===== config.mk =====
export PLATFORM = sky130hd
export DESIGN_NAME = comparator_input_mode_regs
export DESIGN_NICKNAME = d
export VERILOG_FILES = /design/src/rtl/cmp_regs_pkg.sv /design/src/rtl/pin_select.sv /design/src/rtl/comparator_input_mode_regs.sv
export SDC_FILE = /design/constraint.sdc
export NUM_CORES = 1
export LEC_CHECK = 0
export BUFFER_PORTS_ARGS = -buffer_cell sky130_fd_sc_hd__buf_2
export CAP_MARGIN = 20
export CELL_PAD_IN_SITES_DETAIL_PLACEMENT = 1
export CELL_PAD_IN_SITES_GLOBAL_PLACEMENT = 1
export CORE_MARGIN = 3
export CORE_UTILIZATION = 29
export CTS_CLUSTER_DIAMETER = 200
export CTS_CLUSTER_SIZE = 40
export DETAILED_ROUTE_END_ITERATION = 12
export PLACE_DENSITY = 0.79
export SYNTH_ARGS = -nofsm -noshare
export SYNTH_HDL_FRONTEND = slang
export SYNTH_SLANG_ARGS = --single-unit

===== constraint.sdc =====
create_clock -name clock -period 1.3 [get_ports clock]
set_input_delay 0.065 -clock clock [delete_from_list [all_inputs] [get_ports clock]]
set_output_delay 0.065 -clock clock [all_outputs]
set_load 0.01 [all_outputs]

===== src/rtl/cmp_regs_pkg.sv =====
/*
 Constants for the comparator input and mode register block: register addresses, field positions,
 reset values and the port pins that feed each input selector.
 Assumes an 8-bit special function register bus with the addresses below.
*/
package cmp_regs_pkg;
   // Register addresses on the special function register bus.
   localparam logic [7:0] ADDR_MODE_IRQ_ENABLE = 8'h9d;
   localparam logic [7:0] ADDR_INPUT_SELECT = 8'h9f;

   // Reset values.
   localparam logic [7:0] RESET_MODE_IRQ_ENABLE = 8'h02;
   localparam logic [7:0] RESET_INPUT_SELECT = 8'h00;
   localparam logic [1:0] RESET_RESPONSE_MODE = 2'h2;

   // Field positions of the mode and interrupt enable register.
   localparam int RISING_IRQ_ENABLE_BIT = 5;
   localparam int FALLING_IRQ_ENABLE_BIT = 4;
   localparam int RESPONSE_MODE_LSB = 0;

   // Field positions of the input select register.
   localparam int NEG_SEL_LSB = 4;
   localparam int POS_SEL_LSB = 0;

   // Bits that hold storage; all others read as zero and ignore writes.
   localparam logic [7:0] MASK_MODE_IRQ_ENABLE = 8'h33;
   localparam logic [7:0] MASK_INPUT_SELECT = 8'h33;

   // Pin numbers inside port 1 and port 2 that feed the negative and positive inputs.
   localparam int NEG_PIN_LOW = 1;
   localparam int NEG_PIN_HIGH = 5;
   localparam int POS_PIN_LOW = 0;
   localparam int POS_PIN_HIGH = 4;

   // Selector codes.
   localparam logic [1:0] SEL_P1_LOW = 2'h0;
   localparam logic [1:0] SEL_P1_HIGH = 2'h1;
   localparam logic [1:0] SEL_P2_LOW = 2'h2;
   localparam logic [1:0] SEL_P2_HIGH = 2'h3;

   // Response modes, fastest first.
   typedef enum logic [1:0] {
      MODE_FASTEST = 2'b00,
      MODE_FAST = 2'b01,
      MODE_LOW_POWER = 2'b10,
      MODE_LOWEST_POWER = 2'b11
   } response_mode_t;
endpackage : cmp_regs_pkg


===== src/rtl/pin_select.sv =====
/*
 Four-way registered pin selector for one comparator input.
 Assumes the four candidate pin levels are synchronous to the clock.
*/
module pin_select
   import cmp_regs_pkg::*;
(
   // Clock and control.
   input wire logic clock,
   input wire logic rst,
   input wire logic ce,
   // Selection.
   input wire logic [1:0] sel,
   input wire logic [3:0] candidates,
   // Selected level.
   output logic chosen
);
   typedef struct packed {
      logic chosen;
   } sel_state_t;

   sel_state_t state_reg;
   sel_state_t state_next;

   always_comb begin
      state_next = state_reg;
      state_next.chosen = candidates[sel];
   end

   always_ff @(posedge clock) begin
      if (rst) begin
         state_reg <= '0;
      end else if (ce) begin
         state_reg <= state_next;
      end
   end

   assign chosen = state_reg.chosen;
endmodule : pin_select


===== src/rtl/comparator_input_mode_regs.sv =====
/*
 Register block for one voltage comparator: input pin selectors, edge interrupt enables and the
 response mode field, reached as special function registers.
 Assumes a single core clock, a synchronous active-high reset and single-cycle register strobes.
*/
module comparator_input_mode_regs
   import cmp_regs_pkg::*;
(
   // Clock, reset and clock enable.
   input wire logic clock,
   input wire logic rst,
   input wire logic ce,
   // Register bus.
   input wire logic [7:0] sfr_addr,
   input wire logic [7:0] sfr_wdata,
   input wire logic sfr_wr,
   input wire logic sfr_rd,
   output logic [7:0] sfr_rdata,
   // Port pin levels.
   input wire logic [7:0] port1_pins,
   input wire logic [7:0] port2_pins,
   // Comparator side.
   input wire logic rise_event,
   input wire logic fall_event,
   output logic neg_input,
   output logic pos_input,
   output logic [1:0] response_mode,
   output logic rise_irq_req,
   output logic fall_irq_req
);
   typedef struct packed {
      logic [1:0] neg_sel;
      logic [1:0] pos_sel;
      logic rising_edge_irq_enable;
      logic falling_edge_irq_enable;
      response_mode_t mode;
      logic [7:0] rdata;
      logic rise_irq;
      logic fall_irq;
   } regs_state_t;

   regs_state_t state_reg;
   regs_state_t state_next;
   logic [7:0] mode_word;
   logic [7:0] select_word;
   logic [3:0] neg_candidates;
   logic [3:0] pos_candidates;

   // Only the implemented bits are assembled; the rest stay zero.
   always_comb begin
      mode_word = '0;
      mode_word[RISING_IRQ_ENABLE_BIT] = state_reg.rising_edge_irq_enable;
      mode_word[FALLING_IRQ_ENABLE_BIT] = state_reg.falling_edge_irq_enable;
      mode_word[RESPONSE_MODE_LSB +: 2] = state_reg.mode;
      select_word = '0;
      select_word[NEG_SEL_LSB +: 2] = state_reg.neg_sel;
      select_word[POS_SEL_LSB +: 2] = state_reg.pos_sel;
   end

   always_comb begin
      state_next = state_reg;
      if (sfr_wr && sfr_addr == ADDR_MODE_IRQ_ENABLE) begin
         state_next.rising_edge_irq_enable = sfr_wdata[RISING_IRQ_ENABLE_BIT];
         state_next.falling_edge_irq_enable = sfr_wdata[FALLING_IRQ_ENABLE_BIT];
         state_next.mode = response_mode_t'(sfr_wdata[RESPONSE_MODE_LSB +: 2]);
      end
      if (sfr_wr && sfr_addr == ADDR_INPUT_SELECT) begin
         state_next.neg_sel = sfr_wdata[NEG_SEL_LSB +: 2];
         state_next.pos_sel = sfr_wdata[POS_SEL_LSB +: 2];
      end
      // Unmapped addresses answer zero so a stray read never shows stale data.
      if (sfr_rd) begin
         case (sfr_addr)
            ADDR_MODE_IRQ_ENABLE: begin
               state_next.rdata = mode_word & MASK_MODE_IRQ_ENABLE;
            end
            ADDR_INPUT_SELECT: begin
               state_next.rdata = select_word & MASK_INPUT_SELECT;
            end
            default: begin
               state_next.rdata = '0;
            end
         endcase
      end
      // The enable in force when the event arrives decides, so a write in the same cycle acts one later.
      state_next.rise_irq = rise_event && state_reg.rising_edge_irq_enable;
      state_next.fall_irq = fall_event && state_reg.falling_edge_irq_enable;
   end

   always_ff @(posedge clock) begin
      if (rst) begin
         state_reg.neg_sel <= RESET_INPUT_SELECT[NEG_SEL_LSB +: 2];
         state_reg.pos_sel <= RESET_INPUT_SELECT[POS_SEL_LSB +: 2];
         state_reg.rising_edge_irq_enable <= RESET_MODE_IRQ_ENABLE[RISING_IRQ_ENABLE_BIT];
         state_reg.falling_edge_irq_enable <= RESET_MODE_IRQ_ENABLE[FALLING_IRQ_ENABLE_BIT];
         state_reg.mode <= response_mode_t'(RESET_RESPONSE_MODE);
         state_reg.rdata <= '0;
         state_reg.rise_irq <= 1'b0;
         state_reg.fall_irq <= 1'b0;
      end else if (ce) begin
         state_reg <= state_next;
      end
   end

   // Candidate pins in selector-code order.
   always_comb begin
      neg_candidates = {port2_pins[NEG_PIN_HIGH], port2_pins[NEG_PIN_LOW],
                        port1_pins[NEG_PIN_HIGH], port1_pins[NEG_PIN_LOW]};
      pos_candidates = {port2_pins[POS_PIN_HIGH], port2_pins[POS_PIN_LOW],
                        port1_pins[POS_PIN_HIGH], port1_pins[POS_PIN_LOW]};
   end

   pin_select neg_mux (
      .clock(clock),
      .rst(rst),
      .ce(ce),
      .sel(state_reg.neg_sel),
      .candidates(neg_candidates),
      .chosen(neg_input)
   );

   pin_select pos_mux (
      .clock(clock),
      .rst(rst),
      .ce(ce),
      .sel(state_reg.pos_sel),
      .candidates(pos_candidates),
      .chosen(pos_input)
   );

   assign sfr_rdata = state_reg.rdata;
   assign response_mode = state_reg.mode;
   assign rise_irq_req = state_reg.rise_irq;
   assign fall_irq_req = state_reg.fall_irq;
endmodule : comparator_input_mode_regs


### Word-level counts from Yosys, hierarchy flattened

Cells that the tools add are included.
Widths: inputs -> output; s select.

| cells by class | value |
|---|---|
| $lt $le $gt $ge | 2 |
| equality and inequality tests | 2 |
| mux-type cells | 5 |
| reduce and logical (&&, ||, !) cells | 7 |

Operators with widths:

| operator | count |
|---|---|
| $eq 8x8->1 const B | 2 |
| $pmux 6 s2 | 1 |
| $lt 2x3->1 const B | 2 |
| $reduce_and 2->1 | 3 |
| $bmux 1 s2 | 2 |
| $logic_and 1x1->1 | 4 |
| $mux 1 | 2 |

| storage, ports and cells | value |
|---|---|
| register bits after elaboration | 20 |
| bits of input ports | 39 |
| output and inout port bits | 14 |
| logic and storage cells | 26 |

### Depth between registers and ports, before layout

Gate-level depths: netlist of run 1.

| depth | value |
|---|---|
| depth after elaboration | 3 |
| mapped depth | 4 |
| depth with buffers taken out | 3 |

### By module

Synthesis of run 1 repeated with hierarchy kept, for this count alone.

| unflattened totals | value |
|---|---|
| cells, all modules | 84 |
| area, all modules | 829.5 µm² |

By module, submodules not included:

| module | times used | cells an instance | area each (µm²) | sequential area each (µm²) |
|---|---|---|---|---|
| comparator_input_mode_regs | 1 | 70 | 681.9 | 280.3 |
| pin_select | 2 | 7 | 73.8 | 20.0 |

### Least setup slack after synthesis of run 1

Ideal clock, no wire load.

| timing | value |
|---|---|
| path kind | register -> register |
| from | reg state_reg (netlist bit select_word[0]) |
| to | reg pos_mux.state_reg (netlist: pos_mux.chosen) |
| library setup time | 0.125 ns |
| arrival time | 1.003 ns |
| required time | 1.175 ns |
| path slack | 0.172 ns |
| stages on the path, launching flop included | 4 |
| path buffers | 0 |
| clock period less this slack | 1.128 ns |
| cells stage by stage | dfxtp_1 mux4_2 mux2i_1 nor2_1 |

| between the ends | value |
|---|---|
| word-level cells in the longest chain between the ends | 2 |

Ends and longest elaborated chain:

| item | line | source |
|---|---|---|
| from (decl) | comparator_input_mode_regs.sv:42 | `regs_state_t state_reg;` |
| from (signal assigned) | comparator_input_mode_regs.sv:101 | `state_reg <= state_next;` |
| $bmux 1 s2 | pin_select.sv:27 | `state_next.chosen = candidates[sel];` |
| $mux 1 (not written as such) | pin_select.sv:27 |  |
| to (signal assigned) | pin_select.sv:34 | `state_reg <= state_next;` |
| to (decl) | pin_select.sv:22 | `sel_state_t state_reg;` |

Every way passes these cells. The select of a mux whose other input is x is not followed.
A chain may end at the register's enable or synchronous reset.

### Worst setup path in the final report of run 1

Ends and elaborated chain as after synthesis.

==> summary.md, run 1 <==
| Metric | Value |
|---|---|
| Vias | `702` |
| Worst setup SP type | `register` |
| Port Buffers | `36` |
| #FFs+latches synth | `16` |
| H-tree levels | `1` |
| Setup bufs post-CTS | `0` |
| Status | `finished, final reports clean` |
| Setup Total Neg Slack | `0 ps` |
| Max-cap viol count | `0` |
| Xor/xnor share of the synthesized area | `0%` |
| Vias in the first global route | `738` |
| Fmax | `841 MHz` |
| Final period util | `91.5%` |
| Num CTS Buffers | `3` |
| Peak VDD IR | `0.498 mV` |
| Layout Cells excl Fill | `146` |
| Placer congestion estimate | `0.669` |
| Mux cell area share after synthesis | `22.1%` |
| Drt pass-1 iters | `4` |
| Clk pin slew, worst setup/hold paths | `100 ps` |
| Power Density | `893 nW/um2` |
| Clk_lat worst skew | `280 ps` |
| Critical Path AT | `1370 ps` |
| Unique cell type count in the Yosys netlist | `23` |
| Die ar. | `3590 um2` |
| Area Growth Syn to Fin | `25.1%` |
| Compound-Gate Fraction of Synth Area | `4.75%` |
| Io pins | `53` |
| Post-synthesis adder-cell area fraction | `0%` |
| Post-route ant nets | `0` |
| Die Span X | `59.9 um` |
| Final min period | `1190 ps` |
| RSZ-0062 raised after global routing | `false` |
| Tot GR Track Use | `12.1%` |
| Inserted Diodes | `0` |
| CTS Root Cell | `clkbuf_4` |
| Largest family of logic cells by synthesized area | `simple AND/OR/NAND/NOR gates` |
| Final Max Tran Viols | `0` |
| Worst setup EP type | `register` |
| Post-synthesis sequential area ratio | `38.0%` |
| Detailed Route WL | `2010 um` |
| Synth Cell Area | `843 um2` |
| Final hold vios | `0` |
| Yosys warns | `0` |
| Cells after Synth | `81` |
| WP data required | `1480 ps` |
| Layout cell share with drive strength beyond 1 | `42.2%` |
| Synthesized area per cell | `10.4 um2` |
| Clk buf depth | `2` |
| Iter 0 DRT Violations | `11` |
| WL per Instance | `13.7 um` |
| Setup CP Type | `register to register` |
| Fill cells | `317` |
| # hold bufs at CTS | `0` |
| Post-synthesis simple-gate area fraction | `26.1%` |
| First-pass GRT wire length | `3190 um` |
| Die Y | `59.9 um` |
| Core Footprint | `2610 um2` |
| Total grt overflow | `0` |
| CTS tree | `done` |
| Final setup fails | `0` |
| Row cnt | `18` |
| Worst Hold Class | `primary input to register` |
| Lkg Pwr | `0.463 nW` |
| CTS resizes | `0` |
| Final Net Count | `156` |
| Via-per-instance ratio | `4.81` |
| Fin Clk Skew | `1.56 ps` |
| CTS Sinks | `16` |
| Initial core utilization | `32.3%` |
| Cell Count Post-Placement | `142` |
| # DRC | `0` |
| Initial antenna violation count | `0` |
| Largest net degree at the start of global routing | `19` |
| Worst-path fanout max | `3` |
## report_power, final
part	switching (mW)	total, mW	internal (mW)
logic	0.0548	0.114	0.0595
clock network	0.162	0.332	0.170
registers	0.00179	0.495	0.494
## state kept, by name, indices dropped and copies added (netlist names)
register,flops
mode_word,2
sfr_rdata,4
rise_irq_req,1
select_word,4
neg_mux.chosen,1
fall_irq_req,1
pos_mux.chosen,1
response_mode,2
## synthesized netlist by cell type
cell / instances / area [um2]
a21oi_1: 3 / 15.0
a32o_1: 1 / 10.0
buf_2: 1 / 5.00
buf_4: 6 / 45.0
buf_6: 1 / 11.3
clkbuf_1: 2 / 7.51
conb_1: 1 / 3.75
dfxtp_1: 16 / 320
inv_1: 1 / 3.75
mux2_1: 1 / 11.3
mux2i_1: 13 / 130
mux4_2: 2 / 45.0
nand2_1: 4 / 15.0
nand2b_1: 13 / 81.3
nand3_1: 2 / 10.0
nand4_2: 1 / 12.5
nand4bb_4: 1 / 27.5
nor2_1: 5 / 18.8
nor2b_1: 1 / 6.26
nor3_4: 1 / 16.3
nor4_4: 1 / 21.3
o21ai_1: 3 / 15.0
or3b_4: 1 / 11.3
## stage by stage
stage	hold WS (ps)	util, %	total power [mW]	instance area (um2)	setup WS [ps]
final	50.7	40.4	0.942	1050	111
after global placement	338	39.0	0.618	1020	124
after detailed placement	356	39.0	0.622	1020	111
after floorplan	220	-	0.578	855	172
after global routing	53.5	40.4	0.988	1050	34.8
after CTS	50.4	40.4	0.949	1050	93.2
## metal layers
| metal | routed length, um | vias to the layer above | GRT usage (%) | part of all wire, % |
|---|---|---|---|---|
| li1 | - | 343 | - | - |
| met1 | 754 | 332 | 13.6 | 38 |
| met2 | 1070 | 23 | 22.1 | 53 |
| met3 | 148 | 4 | 2.16 | 7.4 |
| met4 | 32 | 0 | 4.75 | 1.6 |
| met5 | 0 | - | 0 | 0 |
## kinds of logic (layout without fill, tap and decap cells)
| logic type | Yosys count | count (layout) |
|---|---|---|
| compound gates | 7 | 7 |
| mux | 16 | 16 |
| buf+inv | 11 | 43 |
| other cells | 1 | 4 |
| flops | 16 | 16 |
| simple gates | 30 | 30 |
## layout by cell type (no fill, tap or decap), types with 2 or more instances in the layout
cell type	netlist	layout
buf_4	6	2
mux4_2	2	2
a21oi_1	3	3
buf_2	1	36
nand2b_1	13	13
nor2_1	5	5
dfxtp_1	16	16
o21ai_1	3	3
nand3_1	2	2
clkbuf_4	0	3
nand2_1	4	4
conb_1	1	4
mux2i_1	13	13
## cell type report
cell class / instances / area, um2 / area share (%)
timing repair buffer: 38 / 195 / 18.5
sequential: 16 / 320 / 30.4
inverter: 1 / 3.75 / 0.356
multi-input combinational: 57 / 462 / 43.8
tap: 30 / 37.5 / 3.56
clock buffer: 4 / 36.3 / 3.44
## worst max-delay path, stage by stage, from the launching register on
cell     delay [ps]
dfxtp_1         390
mux4_2          510
mux2i_1         140
nor2_1           50
## path summary, 6_finish.rpt
check	start	endpoint	slack [ps]	cells past startpoint
max reg2reg	select_word[0]	pos_mux.chosen	110	3
max	select_word[0]	pos_mux.chosen	110	3
min reg2reg	sfr_rdata[0]	sfr_rdata[0]	450	2
min	fall_event	fall_irq_req	50	3
Note: power is estimated with default switching activity, not from simulation.
==> run 2, diff against run 1 <==
- clock period: 1.3 -> 1.2 ns (I/O delays scaled with it)
==> summary.md, run 2 (synthesized netlist as in run 1, its figures left out) <==
| Metric | Value |
|---|---|
| Worst-path fanout max | `3 (unchanged)` |
| Iter 0 DRT Violations | `14 (+3)` |
| Port Buffers | `36 (unchanged)` |
| Tot GR Track Use | `12.4% (+0.38 points)` |
| Clk_lat worst skew | `290 ps (about the same)` |
| Worst Hold Class | `primary input to register` |
| CTS Root Cell | `clkbuf_4` |
| Fill cells | `319 (+0.63%)` |
| Final setup fails | `0 (unchanged)` |
| Final Max Tran Viols | `0 (unchanged)` |
| Post-route design area | `1070 um2 (+1.7%)` |
| Drt pass-1 iters | `4 (unchanged)` |
| Max-cap viol count | `0 (unchanged)` |
| Final core utilization | `41.0% (+0.67 points)` |
| Num CTS Buffers | `3 (unchanged)` |
| Via-per-instance ratio | `4.69 (-2.5%)` |
| Inserted Diodes | `0 (unchanged)` |
| Post-Place Cell Area | `1030 um2 (+1.5%)` |
| Critical Path AT | `1340 ps (-30 ps)` |
| Detailed Route WL | `2030 um (+1.3%)` |
| HPWL Detailed | `1740 um` |
| Worst setup EP type | `register` |
| Setup CP Type | `register to register` |
| Core Footprint | `2610 um2 (unchanged)` |
| Worst setup SP type | `register` |
| Final Net Count | `158 (+1.3%)` |
| Peak VDD IR | `0.393 mV (-21%)` |
| Power Density | `954 nW/um2 (+6.9%)` |
| Fin Clk Skew | `1.00 ps (-0.560 ps)` |
| WP data required | `1390 ps (-90 ps)` |
| Row cnt | `18 (unchanged)` |
| Total grt overflow | `0 (unchanged)` |
| RSZ-0062 raised after global routing | `true` |
| Vias | `694 (-1.1%)` |
| # DRC | `0 (unchanged)` |
| Most common cell after layout, fill and taps aside | `buf_2` |
| Vias in the first global route | `725 (-1.8%)` |
| CTS tree | `done` |
| Fin worst setup slack | `49.6 ps (-60.9 ps)` |
| Final hold vios | `0 (unchanged)` |
| Layout cell share with drive strength beyond 1 | `44.9% (+2.7 points)` |
| H-tree levels | `1 (unchanged)` |
| Status | `finished, final reports clean` |
| Final min period | `1150 ps (-39.1 ps)` |
| Die Y | `59.9 um (unchanged)` |
| First-pass GRT wire length | `3220 um (+0.88%)` |
| Die ar. | `3590 um2 (unchanged)` |
| Clk buf depth | `2 (unchanged)` |
| Die Span X | `59.9 um (unchanged)` |
| Commonest non-fill, non-tap cells in the layout | `buf_2 (36), dfxtp_1 (14), mux2i_1 (13), nand2b_1 (13), nor2_1 (5)` |
| Io pins | `53 (unchanged)` |
| Lkg Pwr | `0.475 nW (+2.6%)` |
| # hold bufs at CTS | `0 (unchanged)` |
| CTS Sinks | `16 (unchanged)` |
| Post-route ant nets | `0 (unchanged)` |
| Fmax | `869 MHz (+3.4%)` |
| Clk pin slew, worst setup/hold paths | `90 ps (about the same)` |
| Final period util | `95.9% (+4.4 points)` |
| Placer congestion estimate | `0.670 (+0.13%)` |
| Largest net degree at the start of global routing | `19 (unchanged)` |
| Pre-CTS WS | `13.0 ps (-97.9 ps)` |
| WL per Instance | `13.7 um (about the same)` |
| Initial core utilization | `32.3% (unchanged)` |
| Initial antenna violation count | `0 (unchanged)` |
| Area Growth Syn to Fin | `27.2%` |
==> run 2: metrics by stage <==
stage,hold slack (ps),cells,power [mW],setup TNS [ps]
2_1_floorplan,215,84,0.627,0
3_3_place_gp,333,144,0.670,0
3_5_place_dp,345,144,0.675,0
4_1_cts,25.5,148,1.04,0
5_1_grt,35.0,148,1.07,-19.0
6_report,33.9,148,1.02,0
==> run 2: what timing repair did <==
action,in CTS,in global routing
resized for setup,1,1
cloned,0,0
pin swaps,0,0
setup buffers,0,0
endpoints found under the setup margin,1,2
==> run 2: worst paths after layout <==
kind | start | endpoint | slack [ps] | cells after the start
worst min register to register | sfr_rdata[1] | sfr_rdata[1] | 450 | 2
worst max register to register | select_word[4] | neg_mux.chosen | 50 | 3
worst min-delay path | fall_event | fall_irq_req | 30 | 3
worst max-delay path | select_word[4] | neg_mux.chosen | 50 | 3
==> run 2: layout make-up <==
class                   count  area [um2]  share of cell area (%)
clock buffers               4        36.3                    3.38
inverters                   1        3.75                   0.350
multi-input cells          57         462                    43.1
flip-flops and latches     16         323                    30.1
well taps                  30        37.5                    3.50
repair buffers             40         210                    19.6
==> run 2: critical path, stage by stage, from the launching register on <==
cell and delay, ps:
dfxtp_2 360, mux4_2 490, mux2i_1 140, nor2_1 50
==> run 2: metal layers <==
metal | up-vias | global-route usage (%) | wire length [um]
met3 | 4 | 2.38 | 131
li1 | 341 | - | -
met1 | 326 | 13.8 | 774
met5 | - | 0 | 0
met4 | 0 | 6.65 | 36
met2 | 23 | 22.1 | 1090
==> run 2: power by group <==
part	internal [mW]	switching (mW)
logic	0.0646	0.0596
clock network	0.185	0.178
registers	0.535	0.00176
total	0.784	0.239
==> run 3, diff against run 2 <==
- PLACE_DENSITY: 0.79 -> not set
- PLACE_DENSITY_LB_ADDON: not set -> 0.15
==> summary.md, run 3 (synthesized netlist as in run 1, its figures left out) <==
| Metric | Value |
|---|---|
| Vias | `691 (-0.43%)` |
| Final min period | `1160 ps (+7.49 ps)` |
| WL per Instance | `13.2 um (-3.7%)` |
| Fill cells | `303 (-5.0%)` |
| Setup CP Type | `register to register` |
| Port Buffers | `36 (unchanged)` |
| Final setup fails | `0 (unchanged)` |
| Inserted Diodes | `0 (unchanged)` |
| Initial core utilization | `32.3% (unchanged)` |
| Final core utilization | `41.3% (+0.29 points)` |
| Layout cell share with drive strength beyond 1 | `45.4% (+0.46 points)` |
| CTS tree | `done` |
| Num CTS Buffers | `3 (unchanged)` |
| Setup bufs post-CTS | `0 (unchanged)` |
| Hold Crit Start | `rise_event` |
| Clk pin slew, worst setup/hold paths | `100 ps (about the same)` |
| Lkg Pwr | `0.481 nW (+1.1%)` |
| Placer congestion estimate | `0.679 (+1.4%)` |
| Row cnt | `18 (unchanged)` |
| First-pass GRT wire length | `3110 um (-3.2%)` |
| Fin Clk Skew | `1.40 ps (+0.393 ps)` |
| Fin worst setup slack | `42.1 ps (-7.49 ps)` |
| Iter 0 DRT Violations | `9 (-5)` |
| Worst setup SP type | `register` |
| Via-per-instance ratio | `4.64 (-1.1%)` |
| HPWL Detailed | `1650 um (-5.4%)` |
| Setup Total Neg Slack | `0 ps (unchanged)` |
| Final Max Tran Viols | `0 (unchanged)` |
| CP Launch Point | `select_word[4]` |
| Critical Path AT | `1340 ps (about the same)` |
| Post-route ant nets | `0 (unchanged)` |
| Total grt overflow | `0 (unchanged)` |
| Initial antenna violation count | `0 (unchanged)` |
| Worst setup EP type | `register` |
| CTS Sinks | `16 (unchanged)` |
| Tot GR Track Use | `12.0% (-0.46 points)` |
| RSZ-0062 raised after global routing | `false` |
| Area Growth Syn to Fin | `28.0%` |
| Vias in the first global route | `687 (-5.2%)` |
| Bufs and invs on worst path | `0 (unchanged)` |
| Worst Hold Class | `primary input to register` |
| CTS Root Cell | `clkbuf_4` |
| Final Net Count | `159 (+0.63%)` |
| Final hold vios | `0 (unchanged)` |
| Io pins | `53 (unchanged)` |
| Clk buf depth | `2 (unchanged)` |
| Detailed Route WL | `1970 um (-3.0%)` |
| Worst-path fanout max | `2 (-1)` |
| H-tree levels | `1 (unchanged)` |
| Core Footprint | `2610 um2 (unchanged)` |
| Crit-path max cell delay | `500 ps (about the same)` |
| Die Span X | `59.9 um (unchanged)` |
| CP cell instances | `mux4_2, mux2i_1, nor2_1` |
| Worst r2r src | `select_word[4]` |
| Fmax | `864 MHz (-0.65%)` |
| WP data required | `1390 ps (about the same)` |
| Commonest non-fill, non-tap cells in the layout | `buf_2 (36), dfxtp_1 (14), mux2i_1 (13), nand2b_1 (13)` |
| Crit path max-delay family | `multiplexers` |
| Final period util | `96.5% (+0.62 points)` |
| Die ar. | `3590 um2 (unchanged)` |
| # DRC | `0 (unchanged)` |
| Most common cell after layout, fill and taps aside | `buf_2` |
| Power Density | `943 nW/um2 (-1.1%)` |
| Max-cap viol count | `0 (unchanged)` |
| Pre-CTS WS | `-3.39 ps (-16.3 ps)` |
| Largest net degree at the start of global routing | `19 (unchanged)` |
| Critical-path top delay cell | `mux4_2` |
| Clk_lat worst skew | `280 ps (about the same)` |
| Peak VDD IR | `0.832 mV (+110%)` |
| Status | `finished, final reports clean` |
| Drt pass-1 iters | `2 (-2)` |
| Die Y | `59.9 um (unchanged)` |
[run 3: cell types whose count changed in the layout (fill, tap and decap cells not counted)]
cell   delta
buf_4     +1
[run 3: per-stage QoR]
stage	power (mW)	hold WS [ps]	cells	cell area [um2]
detailed placement	0.675	344	145	1040
finish	1.02	33.9	149	1080
CTS	1.04	24.0	149	1080
floorplan	0.627	215	84	855
global route	1.09	21.2	149	1080
global placement	0.672	330	145	1040
[run 3: worst min-delay path: cells and delay by family]
kind / cells / cell delay (ps)
AO/OA/AOI/OAI: 1 / 60
buffers and inverters: 1 / 90
AND/OR/NAND/NOR: 1 / 70
[run 3: power by group]
group	internal [mW]	leakage [nW]	switching [mW]
logic	0.0646	0.330	0.0592
registers	0.535	0.130	0.00193
clock network	0.185	0.0210	0.174
[run 3: final cells by class]
cell class                      count  area, um2  share of cell area, %
Inverter                            1       3.75                  0.348
Timing Repair Buffer               41        218                   20.2
Clock buffer                        4       36.3                   3.36
Multi-Input combinational cell     57        462                   42.8
Sequential cell                    16        323                   29.9
Tap cell                           30       37.5                   3.48
[run 3: timing repair]
| item | in CTS | in global routing |
|---|---|---|
| hold buffers | 0 | 0 |
| setup endpoints to repair | 1 | 1 |
| gates cloned | 0 | 0 |
| gates resized for setup | 1 | 1 |
[run 3: path summary, 6_finish.rpt]
check | end | slack, ps | depth (start not counted)
min | rise_irq_req | 30 | 3
min reg2reg | sfr_rdata[1] | 460 | 2
max reg2reg | neg_mux.chosen | 40 | 3
max | neg_mux.chosen | 40 | 3
[run 3: per-layer routing]
metal	vias up	share of wire, %	GRT usage (%)
li1	347	-	-
met1	314	42	14.6
met2	28	49	19.8
met3	2	8.1	4.75
met4	0	0.76	2.85
met5	-	0	0
